## src/verilog/nsr_store_recall_map.vh

```
`ifndef NSR_STORE_RECALL_MAP_VH
`define NSR_STORE_RECALL_MAP_VH

// ****************************************************************
// Clock and timing figures
// ****************************************************************
`define NSR_CLK_NS 4
`define NSR_NS_PER_US 1000
`define NSR_NS_PER_MS 1000000

// Longest time the SRAM stays enabled after a transfer starts.
`define NSR_GRACE_NS 25
`define NSR_GRACE_CYC (`NSR_GRACE_NS / `NSR_CLK_NS)
// Least width of an external store request on the busy pin.
`define NSR_PULSE_NS 15
`define NSR_PULSE_CYC ((`NSR_PULSE_NS + `NSR_CLK_NS - 1) / `NSR_CLK_NS)
// Longest active high drive of the busy pin after a store.
`define NSR_HIGH_NS 500
`define NSR_HIGH_CYC (`NSR_HIGH_NS / `NSR_CLK_NS)
// Longest answer time of the pin when a store is skipped.
`define NSR_NOWRITE_NS 25
`define NSR_NOWRITE_CYC (`NSR_NOWRITE_NS / `NSR_CLK_NS)
// Longest latency before a serial command is acted upon.
`define NSR_SOFT_US 100
`define NSR_SOFT_CYC ((`NSR_SOFT_US * `NSR_NS_PER_US) / `NSR_CLK_NS)
// Store cycle, power-up restore and software recall durations.
`define NSR_STORE_MS 8
`define NSR_STORE_CYC ((`NSR_STORE_MS * `NSR_NS_PER_MS) / `NSR_CLK_NS)
`define NSR_PUP_MS 20
`define NSR_PUP_CYC ((`NSR_PUP_MS * `NSR_NS_PER_MS) / `NSR_CLK_NS)
// Cycles that the supply synchroniser and the state entry take at power up.
`define NSR_PUP_LAG 4
`define NSR_RECALL_US 200
`define NSR_RECALL_CYC ((`NSR_RECALL_US * `NSR_NS_PER_US) / `NSR_CLK_NS)

// ****************************************************************
// Widths and reset values
// ****************************************************************
`define NSR_CNT_W 23
`define NSR_QUAL_W 3
`define NSR_ST_W 3
`define NSR_SYNC_RST 2'h0

`endif

```

## src/verilog/nsr_store_recall_ctrl.v

```verilog
// How it works
// - A power-loss or pin store is skipped when no SRAM write happened since the last transfer.
// - After a transfer starts, SRAM access stays enabled for at most 25 ns, then drops.
// - SRAM reads and writes are ignored during store or recall and while the supply is low.
// - After the supply rises above the trip level, the power-up restore ends within 20 ms.
// - The SRAM is disabled while the host holds the busy pin low.
// - Serial activity is locked out until a running store or recall has finished.
// - A serial store or recall command is acted on within 100 us of being accepted.
// - A pin store with no pending write leaves the pin undriven within 25 ns.
// - A busy status bit shows whether a store or recall is in progress.
// - After a store the pin is driven high for at most 500 ns and then released.
`include "nsr_store_recall_map.vh"
`timescale 1ns/1ps
`default_nettype none

module nsr_store_recall_ctrl #(
   parameter [`NSR_CNT_W-1:0] STORE_CYC = `NSR_STORE_CYC,
   parameter [`NSR_CNT_W-1:0] PUP_CYC = `NSR_PUP_CYC,
   parameter [`NSR_CNT_W-1:0] RECALL_CYC = `NSR_RECALL_CYC,
   parameter [`NSR_CNT_W-1:0] SOFT_CYC = `NSR_SOFT_CYC
) (
   // Clock and reset
   input wire clock,
   input wire rst,
   // Supply monitor, high while the supply is above the trip level
   input wire vcc_above_trip,
   // Store/busy pin
   input wire store_busy_pin_in,
   output reg store_busy_pin_out_ff,
   output reg store_busy_pin_oe_n_ff,
   // Serial command decoder, one-cycle pulses
   input wire cmd_store,
   input wire cmd_recall,
   output reg serial_lock_ff,
   output reg busy_status_ff,
   // SRAM array side
   input wire sram_write,
   output reg sram_enable_ff,
   // Nonvolatile array side, levels for the whole copy
   output reg nv_store_ff,
   output reg nv_recall_ff
);

   // ****************************************************************
   // States and local constants
   // ****************************************************************
   localparam [`NSR_ST_W-1:0] ST_WAIT_VCC = 3'h0;
   localparam [`NSR_ST_W-1:0] ST_PUP = 3'h1;
   localparam [`NSR_ST_W-1:0] ST_IDLE = 3'h2;
   localparam [`NSR_ST_W-1:0] ST_GRACE = 3'h3;
   localparam [`NSR_ST_W-1:0] ST_STORE = 3'h4;
   localparam [`NSR_ST_W-1:0] ST_RECALL = 3'h5;
   localparam [`NSR_ST_W-1:0] ST_HIGH = 3'h6;

   localparam integer GRACE_I = `NSR_GRACE_CYC;
   localparam integer HIGH_I = `NSR_HIGH_CYC;
   localparam integer PULSE_I = `NSR_PULSE_CYC;
   localparam integer LAG_I = `NSR_PUP_LAG;
   localparam [`NSR_CNT_W-1:0] GRACE_CYC = GRACE_I[`NSR_CNT_W-1:0];
   localparam [`NSR_CNT_W-1:0] HIGH_CYC = HIGH_I[`NSR_CNT_W-1:0];
   localparam [`NSR_QUAL_W-1:0] PULSE_CYC = PULSE_I[`NSR_QUAL_W-1:0];
   // The synchroniser and the state entry eat into the restore budget,
   // so the power-up count is shortened by them to finish inside it.
   localparam [`NSR_CNT_W-1:0] PUP_LAG = LAG_I[`NSR_CNT_W-1:0];
   localparam [`NSR_CNT_W-1:0] CNT_ONE = 23'h00_0001;
   localparam [`NSR_CNT_W-1:0] CNT_ZERO = 23'h00_0000;
   localparam [`NSR_QUAL_W-1:0] QUAL_ONE = 3'h1;
   localparam [`NSR_QUAL_W-1:0] QUAL_ZERO = 3'h0;

   // ****************************************************************
   // Pin and supply synchronisation
   // ****************************************************************
   wire vcc_s;
   wire pin_low_s;
   wire pin_s;

   nsr_sync2 #(
      .W(1)
   ) u_sync_vcc (
      .clock(clock),
      .rst(rst),
      .async_in(vcc_above_trip),
      .sync_out(vcc_s)
   );

   // The pin goes through inverted, so that the cleared synchroniser
   // matches the idle pulled-up wire and no false request follows reset.
   nsr_sync2 #(
      .W(1)
   ) u_sync_pin (
      .clock(clock),
      .rst(rst),
      .async_in(~store_busy_pin_in),
      .sync_out(pin_low_s)
   );

   assign pin_s = ~pin_low_s;

   // ****************************************************************
   // State registers
   // ****************************************************************
   reg [`NSR_ST_W-1:0] state_ff;
   reg [`NSR_ST_W-1:0] nxt_state;
   reg [`NSR_CNT_W-1:0] cnt_ff;
   reg [`NSR_CNT_W-1:0] nxt_cnt;
   reg [`NSR_QUAL_W-1:0] qual_ff;
   reg [`NSR_QUAL_W-1:0] nxt_qual;
   reg op_store_ff;
   reg nxt_op_store;
   reg dirty_ff;
   reg nxt_dirty;
   reg armed_ff;
   reg nxt_armed;
   // Pin enable delayed by the depth of the synchroniser.
   reg oe_d1_ff;
   reg oe_d2_ff;
   reg nxt_pin_out;
   reg nxt_oe_n;
   reg nxt_busy;
   reg nxt_lock;
   reg nxt_sram_en;
   reg nxt_nv_store;
   reg nxt_nv_recall;

   // A low pin counts as a host request only once the pin was seen
   // high after our own drive ended, since the synchroniser lags by
   // two cycles and would otherwise echo our own low drive back.
   wire ext_low;
   wire hw_req;
   wire pin_ext_low;
   wire cnt_done;
   wire xfer_start;

   // ****************************************************************
   // Pin echo guard
   // ****************************************************************
   // Until our release has crossed the synchroniser the pin still shows
   // our own drive, so the wire is believed only two cycles after it.
   assign pin_ext_low = ~pin_s & store_busy_pin_oe_n_ff & oe_d1_ff & oe_d2_ff;
   assign ext_low = armed_ff & pin_ext_low;
   assign hw_req = ext_low & (qual_ff == PULSE_CYC - QUAL_ONE);
   assign cnt_done = (cnt_ff == CNT_ZERO);
   assign xfer_start = (state_ff == ST_GRACE) & cnt_done;

   // ****************************************************************
   // Transfer sequencer
   // ****************************************************************
   always @* begin
      nxt_state = state_ff;
      nxt_cnt = cnt_ff;
      nxt_op_store = op_store_ff;
      nxt_qual = QUAL_ZERO;
      nxt_armed = armed_ff;
      case (state_ff)
         ST_WAIT_VCC: begin
            if (vcc_s) begin
               nxt_state = ST_PUP;
               nxt_cnt = PUP_CYC - PUP_LAG;
            end
         end
         ST_PUP: begin
            if (cnt_done) begin
               nxt_state = ST_IDLE;
            end else begin
               nxt_cnt = cnt_ff - CNT_ONE;
            end
         end
         ST_IDLE: begin
            if (ext_low && !hw_req) begin
               nxt_qual = qual_ff + QUAL_ONE;
            end
            if (!vcc_s) begin
               if (dirty_ff) begin
                  nxt_state = ST_GRACE;
                  nxt_op_store = 1'b1;
                  nxt_cnt = GRACE_CYC - CNT_ONE;
               end else begin
                  nxt_state = ST_WAIT_VCC;
               end
            end else if (hw_req) begin
               nxt_armed = 1'b0;
               if (dirty_ff) begin
                  nxt_state = ST_GRACE;
                  nxt_op_store = 1'b1;
                  nxt_cnt = GRACE_CYC - CNT_ONE;
               end
               // Without a pending write the request is dropped and the
               // pin is never driven, so it answers at once.
            end else if (cmd_store || cmd_recall) begin
               nxt_state = ST_GRACE;
               nxt_op_store = cmd_store;
               nxt_cnt = GRACE_CYC - CNT_ONE;
            end
         end
         ST_GRACE: begin
            if (cnt_done) begin
               if (op_store_ff) begin
                  nxt_state = ST_STORE;
                  nxt_cnt = STORE_CYC - CNT_ONE;
               end else begin
                  nxt_state = ST_RECALL;
                  nxt_cnt = RECALL_CYC - CNT_ONE;
               end
            end else begin
               nxt_cnt = cnt_ff - CNT_ONE;
            end
         end
         ST_STORE: begin
            if (cnt_done) begin
               nxt_state = ST_HIGH;
               nxt_cnt = HIGH_CYC - CNT_ONE;
            end else begin
               nxt_cnt = cnt_ff - CNT_ONE;
            end
         end
         ST_RECALL: begin
            if (cnt_done) begin
               nxt_state = ST_IDLE;
            end else begin
               nxt_cnt = cnt_ff - CNT_ONE;
            end
         end
         ST_HIGH: begin
            if (cnt_done) begin
               // A store that ends with the supply still low waits for the supply again.
               nxt_state = vcc_s ? ST_IDLE : ST_WAIT_VCC;
            end else begin
               nxt_cnt = cnt_ff - CNT_ONE;
            end
         end
         default: begin
            nxt_state = ST_WAIT_VCC;
            nxt_cnt = CNT_ZERO;
         end
      endcase
      // Re-arm only after the pin is seen high while we do not drive it.
      if (!store_busy_pin_oe_n_ff) begin
         nxt_armed = 1'b0;
      end else if (pin_s) begin
         nxt_armed = 1'b1;
      end
   end

   // ****************************************************************
   // Write tracking and output decode
   // ****************************************************************
   always @* begin
      // A write landing in the cycle the flag clears still counts.
      nxt_dirty = (sram_write & sram_enable_ff) | (dirty_ff & ~xfer_start);
      // A host holding the pin keeps the SRAM shut even after its request
      // was used up or dropped, not only while it is being qualified.
      nxt_sram_en = vcc_s & ~pin_ext_low & ((nxt_state == ST_IDLE) |
                    (nxt_state == ST_GRACE));
      nxt_nv_store = (nxt_state == ST_STORE);
      nxt_nv_recall = (nxt_state == ST_RECALL) | (nxt_state == ST_PUP);
      nxt_busy = (nxt_state == ST_GRACE) | nxt_nv_store | nxt_nv_recall;
      nxt_lock = (nxt_state != ST_IDLE);
      nxt_oe_n = ~(nxt_nv_store | nxt_nv_recall | (nxt_state == ST_HIGH));
      nxt_pin_out = (nxt_state == ST_HIGH);
   end

   // ****************************************************************
   // Registers
   // ****************************************************************
   always @(posedge clock) begin
      if (rst) begin
         state_ff <= ST_WAIT_VCC;
         cnt_ff <= CNT_ZERO;
         qual_ff <= QUAL_ZERO;
         op_store_ff <= 1'b0;
         dirty_ff <= 1'b0;
         armed_ff <= 1'b0;
         oe_d1_ff <= 1'b1;
         oe_d2_ff <= 1'b1;
         store_busy_pin_out_ff <= 1'b0;
         store_busy_pin_oe_n_ff <= 1'b1;
         serial_lock_ff <= 1'b1;
         busy_status_ff <= 1'b0;
         sram_enable_ff <= 1'b0;
         nv_store_ff <= 1'b0;
         nv_recall_ff <= 1'b0;
      end else begin
         state_ff <= nxt_state;
         cnt_ff <= nxt_cnt;
         qual_ff <= nxt_qual;
         op_store_ff <= nxt_op_store;
         dirty_ff <= nxt_dirty;
         armed_ff <= nxt_armed;
         oe_d1_ff <= store_busy_pin_oe_n_ff;
         oe_d2_ff <= oe_d1_ff;
         store_busy_pin_out_ff <= nxt_pin_out;
         store_busy_pin_oe_n_ff <= nxt_oe_n;
         serial_lock_ff <= nxt_lock;
         busy_status_ff <= nxt_busy;
         sram_enable_ff <= nxt_sram_en;
         nv_store_ff <= nxt_nv_store;
         nv_recall_ff <= nxt_nv_recall;
      end
   end

endmodule // nsr_store_recall_ctrl

`default_nettype wire

```

## src/verilog/nsr_sync2.v

```verilog
`timescale 1ns/1ps
`default_nettype none

module nsr_sync2 #(
   parameter W = 2
) (
   // Clock and reset
   input wire clock,
   input wire rst,
   // Asynchronous levels in, synchronised levels out
   input wire [W-1:0] async_in,
   output reg [W-1:0] sync_out
);

   // ****************************************************************
   // Two flip-flop synchroniser
   // ****************************************************************
   // The first stage feeds only the second, to contain metastability.
   reg [W-1:0] meta_ff;

   always @(posedge clock) begin
      if (rst) begin
         meta_ff <= {W{1'b0}};
         sync_out <= {W{1'b0}};
      end else begin
         meta_ff <= async_in;
         sync_out <= meta_ff;
      end
   end

endmodule // nsr_sync2

`default_nettype wire

```

## config.mk

```make
export PLATFORM = sky130hd
export DESIGN_NAME = nsr_store_recall_ctrl
export DESIGN_NICKNAME = d
export VERILOG_FILES = /design/src/verilog/nsr_store_recall_ctrl.v /design/src/verilog/nsr_sync2.v
export VERILOG_INCLUDE_DIRS = /design/src /design/src/verilog
export SDC_FILE = /design/constraint.sdc
export NUM_CORES = 1
export LEC_CHECK = 0
export CORE_MARGIN = 2
export CORE_UTILIZATION = 41
export CTS_BUF_LIST = sky130_fd_sc_hd__clkbuf_4
export CTS_CLUSTER_DIAMETER = 30
export DETAILED_ROUTE_END_ITERATION = 8
export DONT_BUFFER_PORTS = 1
export PLACE_DENSITY = 0.61
export RECOVER_POWER = 50
export SETUP_SLACK_MARGIN = 0.2
export SLEW_MARGIN = 10
export SYNTH_ARGS = -nofsm -noshare
export SYNTH_HDL_FRONTEND = slang
export SYNTH_SLANG_ARGS = --single-unit
```

## constraint.sdc

```tcl
create_clock -name clock -period 5.2 [get_ports clock]
set_input_delay 0.26 -clock clock [delete_from_list [all_inputs] [get_ports clock]]
set_output_delay 0.26 -clock clock [all_outputs]
set_load 0.02 [all_outputs]
```

Yosys cells after proc, flatten, opt, wreduce, memory -nomap -nowiden --
Index checks and enable logic that the tools add are counted.
Operators by class: add/sub/neg operators 2, eq/ne operators 21, muxes and demuxes 31, bitwise operators 24, reductions and logical operators 12
Operator list (count):
- 23-bit 2-to-1 mux | 8
- 23-bit one-hot mux with 5 select lines | 1
- 3-bit 2-to-1 mux | 9
- 23-bit logical NOT | 1
- 23-bit by 1-bit subtractor with 23-bit output, second input constant | 1
- 21-bit 2-to-1 mux | 1
- 3-bit == test, second input constant | 6
- 3-bit one-hot mux with 6 select lines | 1
- 3-bit by 2-bit == test with 1-bit output, second input constant | 5
- 1-bit AND | 10
- 1-bit 2-to-1 mux | 9
- 2-bit != test, second input constant | 4
- 1-bit inverter | 7
- 1-bit bitwise OR | 7
- 3-bit by 1-bit == test with 1-bit output, second input constant | 2
- 3-bit AND reduction | 2
- 3-bit OR reduction | 2
- 2-bit 2-to-1 mux | 2
- 4-bit != test, second input constant | 1
- 2-bit OR reduction | 2
- 3-bit by 1-bit adder with 3-bit output, second input constant | 1
- 3-bit logical NOT | 1
- 3-bit by 2-bit != test with 1-bit output, second input constant | 1
- 3-bit != test, second input constant | 1
- other kinds (5) | 5
Word-level totals: bits in registers 45, input port bits 7, output and inout port bits 7

Logic depth before layout (Yosys ltp) --
Gate-level depths: netlist of the first run.
depth in word-level cells 13, mapped depth 11

Modules after synthesis --
A second synthesis of the first run with hierarchy kept.
Second synthesis, totals: cell total of the unflattened synthesis 337, area total of the unflattened synthesis 2623.8 sq um
By module, submodules not included:
- nsr_store_recall_ctrl | times used 1, cells an instance 329, area an instance 2518.7 sq um, seq. area each 820.8 sq um
- nsr_sync2 | times used 2, cells an instance 4, area an instance 52.6 sq um, seq. area each 40.0 sq um

Worst setup path after synthesis of the first run --
No wires, ideal clock.
path type flip-flop to flip-flop, start point reg cnt_ff[0], end point reg cnt_ff[15], library setup time 0.122 ns, arrival 2.628 ns, data required time 5.078 ns, setup slack 2.450 ns, cell stages (with the launch flop) 12, buffers on the path 3, clock period less this slack 2.750 ns, path through dfxtp_1 clkbuf_1 inv_1 ha_1 or4b_1 or4_4 buf_6 o41ai_4 or4_1 buf_6 a2111oi_1 a221o_1
Between the ends: word-level cells in the longest chain between the ends 3, elaborated cells between the ends (all ways) 8, those cells by class add/sub: 1; eq/ne: 1; mux: 4; reduce/logical: 2
Ends and longest elaborated chain:
- start: declaration | line nsr_store_recall_ctrl.v:104 | reg [`NSR_CNT_W-1:0] cnt_ff;
- start signal: assignment | line nsr_store_recall_ctrl.v:284 | cnt_ff <= nxt_cnt;
- 23-bit by 1-bit subtractor with 23-bit output / 23-bit logical NOT (equally long branches)
- 23-bit 2-to-1 mux (tied with other cells) | line nsr_store_recall_ctrl.v:162, nsr_store_recall_ctrl.v:217, nsr_store_recall_ctrl.v:224
- 23-bit one-hot mux with 5 select lines / 3-bit AND reduction (equally long branches)
Several ways; a longest one is shown, not always the timed one. The select of a mux whose other input is x is not followed. A chain may end at the register's enable or synchronous reset.

Worst setup path after layout of the first run --
start point reg cnt_ff[0], end point reg cnt_ff[8]
Same word-level chain as after synthesis.

==> results.md, run 1 <==
* First-pass GRT wire length at 13600 µm
* Setup TNS at 0 ns
* Overall Power at 0.842 mW
* Leakage power at 0.969 nW
* Synth-to-Final Area Change at 2.72%
* Max Freq at 297 MHz
* Cell-internal power at 0.505 mW
* Initial antenna violation count at 0
* Top_reg_cell synth: dfxtp_1
* Max reg flops at 23
* Mapped Nets at 361
* Synthesized area per cell at 7.88 µm²
* Vias at 2775
* Count of state elements after synthesis at 45
* Antenna-violating nets left at 0
* Port Buffers at 0
* CTS max path bufs at 2
* CTS Sinks at 45
* Hold Crit Class: input pin to flip-flop
* Antenna cells at 0
* Worst-path cell chain: inv_1 -> ha_1 -> or4b_1 -> nor4_1 -> a31oi_1 -> a21o_1 -> a211oi_1 -> o21ai_0
* Post-cts sizing count at 0
* Seq pwr share at 0.470
* Distinct cells, synth at 65
* Min cycle time layout at 3.37 ns
* Die Area at 0.00740 mm²
* Top sig layer: met4
* Largest net degree at the start of global routing at 31
* Met1 wire length at 3630 µm
* Worst-margin pin slew at 1.13 ns
* Worst Path Max Fanout at 11
* Detailed route wirelength on metal2 at 3670 µm
* Number of global-route vias before repair at 2643
* Post-synth EDFFs at 0
* Dpl hpwl at 5760 µm
* Chip width at 86.0 µm
* Status: finished clean
* Power per Cell Area at 297 mW/mm²
* Synth async-reset ratio at 0
* Clock Pin Slew Worst Setup and Hold Paths at 0.14 ns
* I/O pin count at 14
* Gate power share at 0.321
* YS warnings at 0
* Met3 wire len at 674 µm
* WP data required at 5.45 ns
* Final period util at 0.648
* CTS buffer count at 5
* Fin Hold WS at 0.0451 ns
* Critical Path Start Type: flip-flop
* Area after DPL at 0.00275 mm²
* Final Max Slew Viols at 0
* First DRT Iteration DRCs at 224
* Wire per inst at 19.3 µm
* Starting density of the core at 0.430
* Share of layout cells above drive strength 1 at 0.0729
* Initial DRT Pass Iterations at 6
* Final core utilization at 0.441
* Fillers at 650
* Reg with most FFs: cnt_ff
* Post-Synthesis Cells at 350
* DRC Markers at 0
* CP Class: flip-flop to flip-flop
* Power share of the clock group at 0.208
* CTS tree: built
* Syn Std Cell Area at 0.00276 mm²
* Setup-failing EPs final at 0
* Biggest registers after layout: cnt_ff x23, qual_ff x3, state_ff x3
* Peak VDD IR at 157 µV
* GR Overflow Total at 0
* Sw Pwr at 0.337 mW
* R2R Path Start: cnt_ff[0]$_SDFFE_PP0P_
* Sw Share at 0.400
* Worst Skew at 0.00942 ns
* Core area at 0.00642 mm²
* CTS H-tree depth at 2
* Sequential share of the synthesized area at 0.327
* Crit-path max cell delay at 0.82 ns
* Final Hold Fails at 0
* Nets@finish at 353
* HP Start: rst
* GPL Wtd Cong at 0.959
* Vias/cell at 6.61
* Row cnt at 29
* RSZ-0062 raised after global routing: false
* Max_cap viols at 0
* Worst-Skew Late Latency at 0.37 ns
* Reg-to-reg slack, setup at 1.83 ns
* Slew headroom at 0.244
* Total Wirelength at 8090 µm
* Crit end category: flip-flop
* GRT Total Usage at 0.232
* CTS root buffer: clkbuf_4
* Design Area, Final at 0.00283 mm²
* Die height at 86.0 µm
* CP arrival at 3.62 ns
* Critical path's slowest cell: nor4_1
* Worst Setup SP: cnt_ff[0]$_SDFFE_PP0P_
cells in the mapped netlist (4+ instances only):
cell,n,share of area
or2_2,6,0.014
and3_1,6,0.014
nor2_1,25,0.034
dfxtp_1,45,0.33
nand2_1,38,0.052
a22oi_1,4,0.011
buf_2,4,0.0073
nor4_1,11,0.025
nor3_1,21,0.038
buf_6,4,0.016
nand3_1,12,0.022
a31oi_1,8,0.018
inv_1,14,0.019
a211oi_1,4,0.011
a21oi_1,16,0.029
clkbuf_1,10,0.014
ha_1,4,0.018
o21ai_0,17,0.031
o31ai_1,4,0.011
o211ai_1,7,0.019
a21o_1,4,0.011
nand4_1,9,0.020
or3_1,4,0.0091
a22o_1,8,0.025
nor2b_1,7,0.016
layout make-up:
| class | instances | area, µm² | share of cell area |
|---|---|---|---|
| Tap cell | 77 | 96.3 | 0.0340 |
| Sequential cell | 45 | 901 | 0.318 |
| Multi-Input combinational cell | 271 | 1680 | 0.592 |
| Inverter | 14 | 52.6 | 0.0185 |
| Timing Repair Buffer | 5 | 47.5 | 0.0168 |
| Clock buffer | 5 | 37.5 | 0.0132 |
| Clock inverter | 3 | 21.3 | 0.00751 |
cells in the final DEF (no fill, tap or decap), types with 6 or more instances in the layout:
master,n
o211ai_1,7
a22o_1,8
and3_1,6
a21oi_1,16
nor2_1,25
nand2_1,38
nor3_1,21
nor2b_1,7
or2_2,6
dfxtp_1,45
nand4_1,9
a31oi_1,9
nor4_1,10
nand3_1,12
o21ai_0,17
inv_1,14
metrics by stage:
| step | worst slack, ns | instances |
|---|---|---|
| floorplan | 2.45 | 350 |
| global placement | 1.96 | 408 |
| detailed placement | 1.96 | 408 |
| CTS | 1.91 | 420 |
| global route | 1.52 | 420 |
| finish | 1.83 | 420 |
critical path: cells and delay by family, from the launching register on:
family | cells | cell delay [ns]
buffers and inverters | 1 | 0.13
flip-flops | 1 | 0.41
AO/OA/AOI/OAI | 4 | 1.26
AND/OR/NAND/NOR | 2 | 1.29
adder cells (fa/ha/maj) | 1 | 0.14
metal layers:
layer | vias to the layer above | global-route usage
li1 | 1321 | -
met1 | 1311 | 0.317
met2 | 126 | 0.361
met3 | 17 | 0.0529
met4 | 0 | 0.0794
met5 | - | 0
cell families (layout without fill, tap and decap cells):
kind of cell,count (synthesis),in the layout,share of synthesized area
fa+ha+maj,4,4,0.0181
simple gates,155,155,0.292
xor+xnor,2,2,0.00635
buf+inv,34,27,0.0639
flops,45,45,0.327
compound gates,110,110,0.293
worst paths after layout:
path                                               end  cells after the start
worst max-delay path            cnt_ff[8]$_SDFFE_PP0P_                      8
worst min-delay path            cnt_ff[3]$_SDFFE_PP0P_                      1
worst max register to register  cnt_ff[8]$_SDFFE_PP0P_                      8
worst min register to register   qual_ff[0]$_SDFF_PP0_                      1
power by group through the flow:
stage	clock, mW	combinational, mW	sequential, mW
2_1_floorplan	0	0.220	0.388
3_3_place_gp	0	0.263	0.403
3_5_place_dp	0	0.260	0.402
4_1_cts	0.182	0.266	0.395
5_1_grt	0.194	0.296	0.400
6_report	0.175	0.270	0.396
what timing repair did:
action	4_1_cts	5_1_grt
hold buffers	4	0
setup buffers	0	0
endpoints found under the hold margin	14	0
(Power assumes the default switching activity.)
==> run 2: changes to the inputs <==
clock period = 3.2 ns   (was 5.2 ns; I/O delays follow)
==> run 2 against run 1 <==
Net effect:
- global-route usage is essentially flat
- clock skew decreased by 0.0029 ns
- register-to-register slack lost 1.5 ns
- utilization rose by 2.1 points
- final area is 4.8% higher
- flip-flop and latch count is the same
- critical path depth grew 1
- sequential power increased by 61%
- worst hold slack got worse by 0.022 ns
- clock-buffer cell count unchanged
==> results.md, run 2 (same netlist as run 1, synthesis figures left out) <==
* Status: finished clean (unchanged)
* Dpl hpwl at 5880 µm (was 5760 µm)
* Final Hold Fails at 0 (unchanged)
* Nets@finish at 369 (was 353)
* CTS Sinks at 45 (unchanged)
* CTS buffer count at 5 (unchanged)
* Setup Buffers After CTS at 0 (unchanged)
* CTS root buffer: clkbuf_4 (unchanged)
* Antenna-violating nets left at 0 (unchanged)
* GRT met2 Usage at 0.373 (was 0.361)
* Clock Pin Slew Worst Setup and Hold Paths at 0.14 ns (about the same)
* Slew headroom at 0.487 (was 0.244)
* Wire per inst at 18.7 µm (was 19.3 µm)
* GRT Total Usage at 0.232 (about the same)
* Antenna cells at 0 (unchanged)
* HP Start: rst (unchanged)
* Core area at 0.00642 mm² (unchanged)
* Worst Skew at 0.00647 ns (was 0.00942 ns)
* Vias/cell at 6.46 (was 6.61)
* Synth-to-Final Area Change at 7.66% (was 2.72%)
* Max_cap viols at 0 (unchanged)
* Routing usage on met3 at 0.0385 (was 0.0529)
* Die height at 86.0 µm (unchanged)
* Vias at 2816 (was 2775)
* Most common cell after layout, fill and taps aside: dfxtp_1 (unchanged)
* GPL Wtd Cong at 0.914 (was 0.959)
* Starting density of the core at 0.430 (unchanged)
* Min cycle time layout at 2.88 ns (was 3.37 ns)
* First DRT Iteration DRCs at 262 (was 224)
* Final period util at 0.901 (was 0.648)
* Setup-failing EPs final at 0 (unchanged)
* Setup Slack @ Placement at 0.371 ns (was 1.96 ns)
* Fin Hold WS at 0.0230 ns (was 0.0451 ns)
* Critical Path Start Type: flip-flop (unchanged)
* Most frequent cells in the layout: dfxtp_1, nand2_1, nor2_1, nor3_1, o21ai_0 (unchanged)
* CTS H-tree depth at 2 (unchanged)
* GR Overflow Total at 0 (unchanged)
* I/O pin count at 14 (unchanged)
* Initial antenna violation count at 0 (unchanged)
* Total Wirelength at 8170 µm (was 8090 µm)
* DRC Markers at 0 (unchanged)
* CP arrival at 3.17 ns (was 3.62 ns)
* WP data required at 3.48 ns (was 5.45 ns)
* Power per Cell Area at 479 mW/mm² (was 297 mW/mm²)
* Chip width at 86.0 µm (unchanged)
* Worst-margin pin slew at 0.764 ns (was 1.13 ns)
* Worst Setup SP: cnt_ff[0]$_SDFFE_PP0P_ (unchanged)
* R2R Path Start: cnt_ff[0]$_SDFFE_PP0P_ (unchanged)
* Final core utilization at 0.462 (was 0.441)
* Worst Path Max Fanout at 16 (was 11)
* Final Max Slew Viols at 0 (unchanged)
* Final WS setup at 0.316 ns (was 1.83 ns)
* Setup TNS at 0 ns (unchanged)
* Initial DRT Pass Iterations at 5 (was 6)
* Largest net degree at the start of global routing at 18 (was 31)
* Row cnt at 29 (unchanged)
* Share of layout cells above drive strength 1 at 0.111 (was 0.0729)
* CTS tree: built (unchanged)
* Gr busiest metal: met2 (unchanged)
* Area after DPL at 0.00285 mm² (was 0.00275 mm²)
* CTS max path bufs at 2 (unchanged)
* Cell Count, Final, Fillers Out at 436 (was 420)
* RSZ-0062 raised after global routing: false (unchanged)
* Placed insts at 422 (was 408)
* Biggest registers after layout: cnt_ff x23, qual_ff x3, state_ff x3 (unchanged)
* Number of global-route vias before repair at 2631 (was 2643)
* Leakage power at 1.05 nW (was 0.969 nW)
* Overall Power at 1.42 mW (was 0.842 mW)
* Max Freq at 347 MHz (was 297 MHz)
* Peak VDD IR at 188 µV (was 157 µV)
* Crit end category: flip-flop (unchanged)
* CP Class: flip-flop to flip-flop (unchanged)
* Reg with most FFs: cnt_ff (unchanged)
* Hold Crit Class: input pin to flip-flop (unchanged)
* Port Buffers at 0 (unchanged)
* GR Util met1 at 0.314 (was 0.317)
* Worst-Skew Late Latency at 0.37 ns (about the same)
* Die Area at 0.00740 mm² (unchanged)
* Max reg flops at 23 (unchanged)
* Design Area, Final at 0.00297 mm² (was 0.00283 mm²)
* First-pass GRT wire length at 13500 µm (was 13600 µm)
[run 2: changes by cell type in the layout (fill, tap and decap cells not counted), sizes merged]
cell / previous run / this run
buf: 1 / 14
clkbuf: 5 / 6
dlygate4sd3: 4 / 6
[run 2: worst max-delay path: stages, from the launching register on]
cell and delay (ns):
dfxtp_1 0.40, inv_1 0.14, ha_1 0.14, or4b_1 0.48, or4_4 0.58, o41ai_4 0.36, nor4_2 0.09, buf_4 0.20
a31o_1 0.19, a22o_1 0.21
[run 2: cell type report]
type | count | area [µm²]
fillers | 651 | 3450
multi-input cells | 271 | 1690
flip-flops and latches | 45 | 901
repair buffers | 21 | 169
well taps | 77 | 96.3
inverters | 14 | 52.6
clock buffers | 5 | 37.5
clock inverters | 3 | 25.0
[run 2: timing repair]
action                     CTS  global route
setup endpoints to repair    0             2
resized for setup            0             1
hold buffers                 6             0
hold endpoints to repair    16             0
[run 2: worst paths after layout]
kind,cells after the start,slack [ns],end
worst max-delay path,9,0.32,cnt_ff[22]$_SDFFE_PP0P_
worst min-delay path,3,0.02,qual_ff[2]$_SDFF_PP0_
worst max register to register,9,0.32,cnt_ff[22]$_SDFFE_PP0P_
worst min register to register,1,0.43,qual_ff[0]$_SDFF_PP0_
[run 2: where the power goes]
part	switching (mW)	leakage, nW	internal [mW]
Sequential	0.0473	0.367	0.592
Combinational	0.310	0.648	0.180
Clock	0.204	0.0318	0.0898
Total	0.561	1.05	0.862
[run 2: metal layers]
metal / vias to the layer above / wire length (µm)
li1: 1350 / -
met1: 1319 / 3650
met2: 133 / 3740
met3: 14 / 620
met4: 0 / 160
met5: - / 0
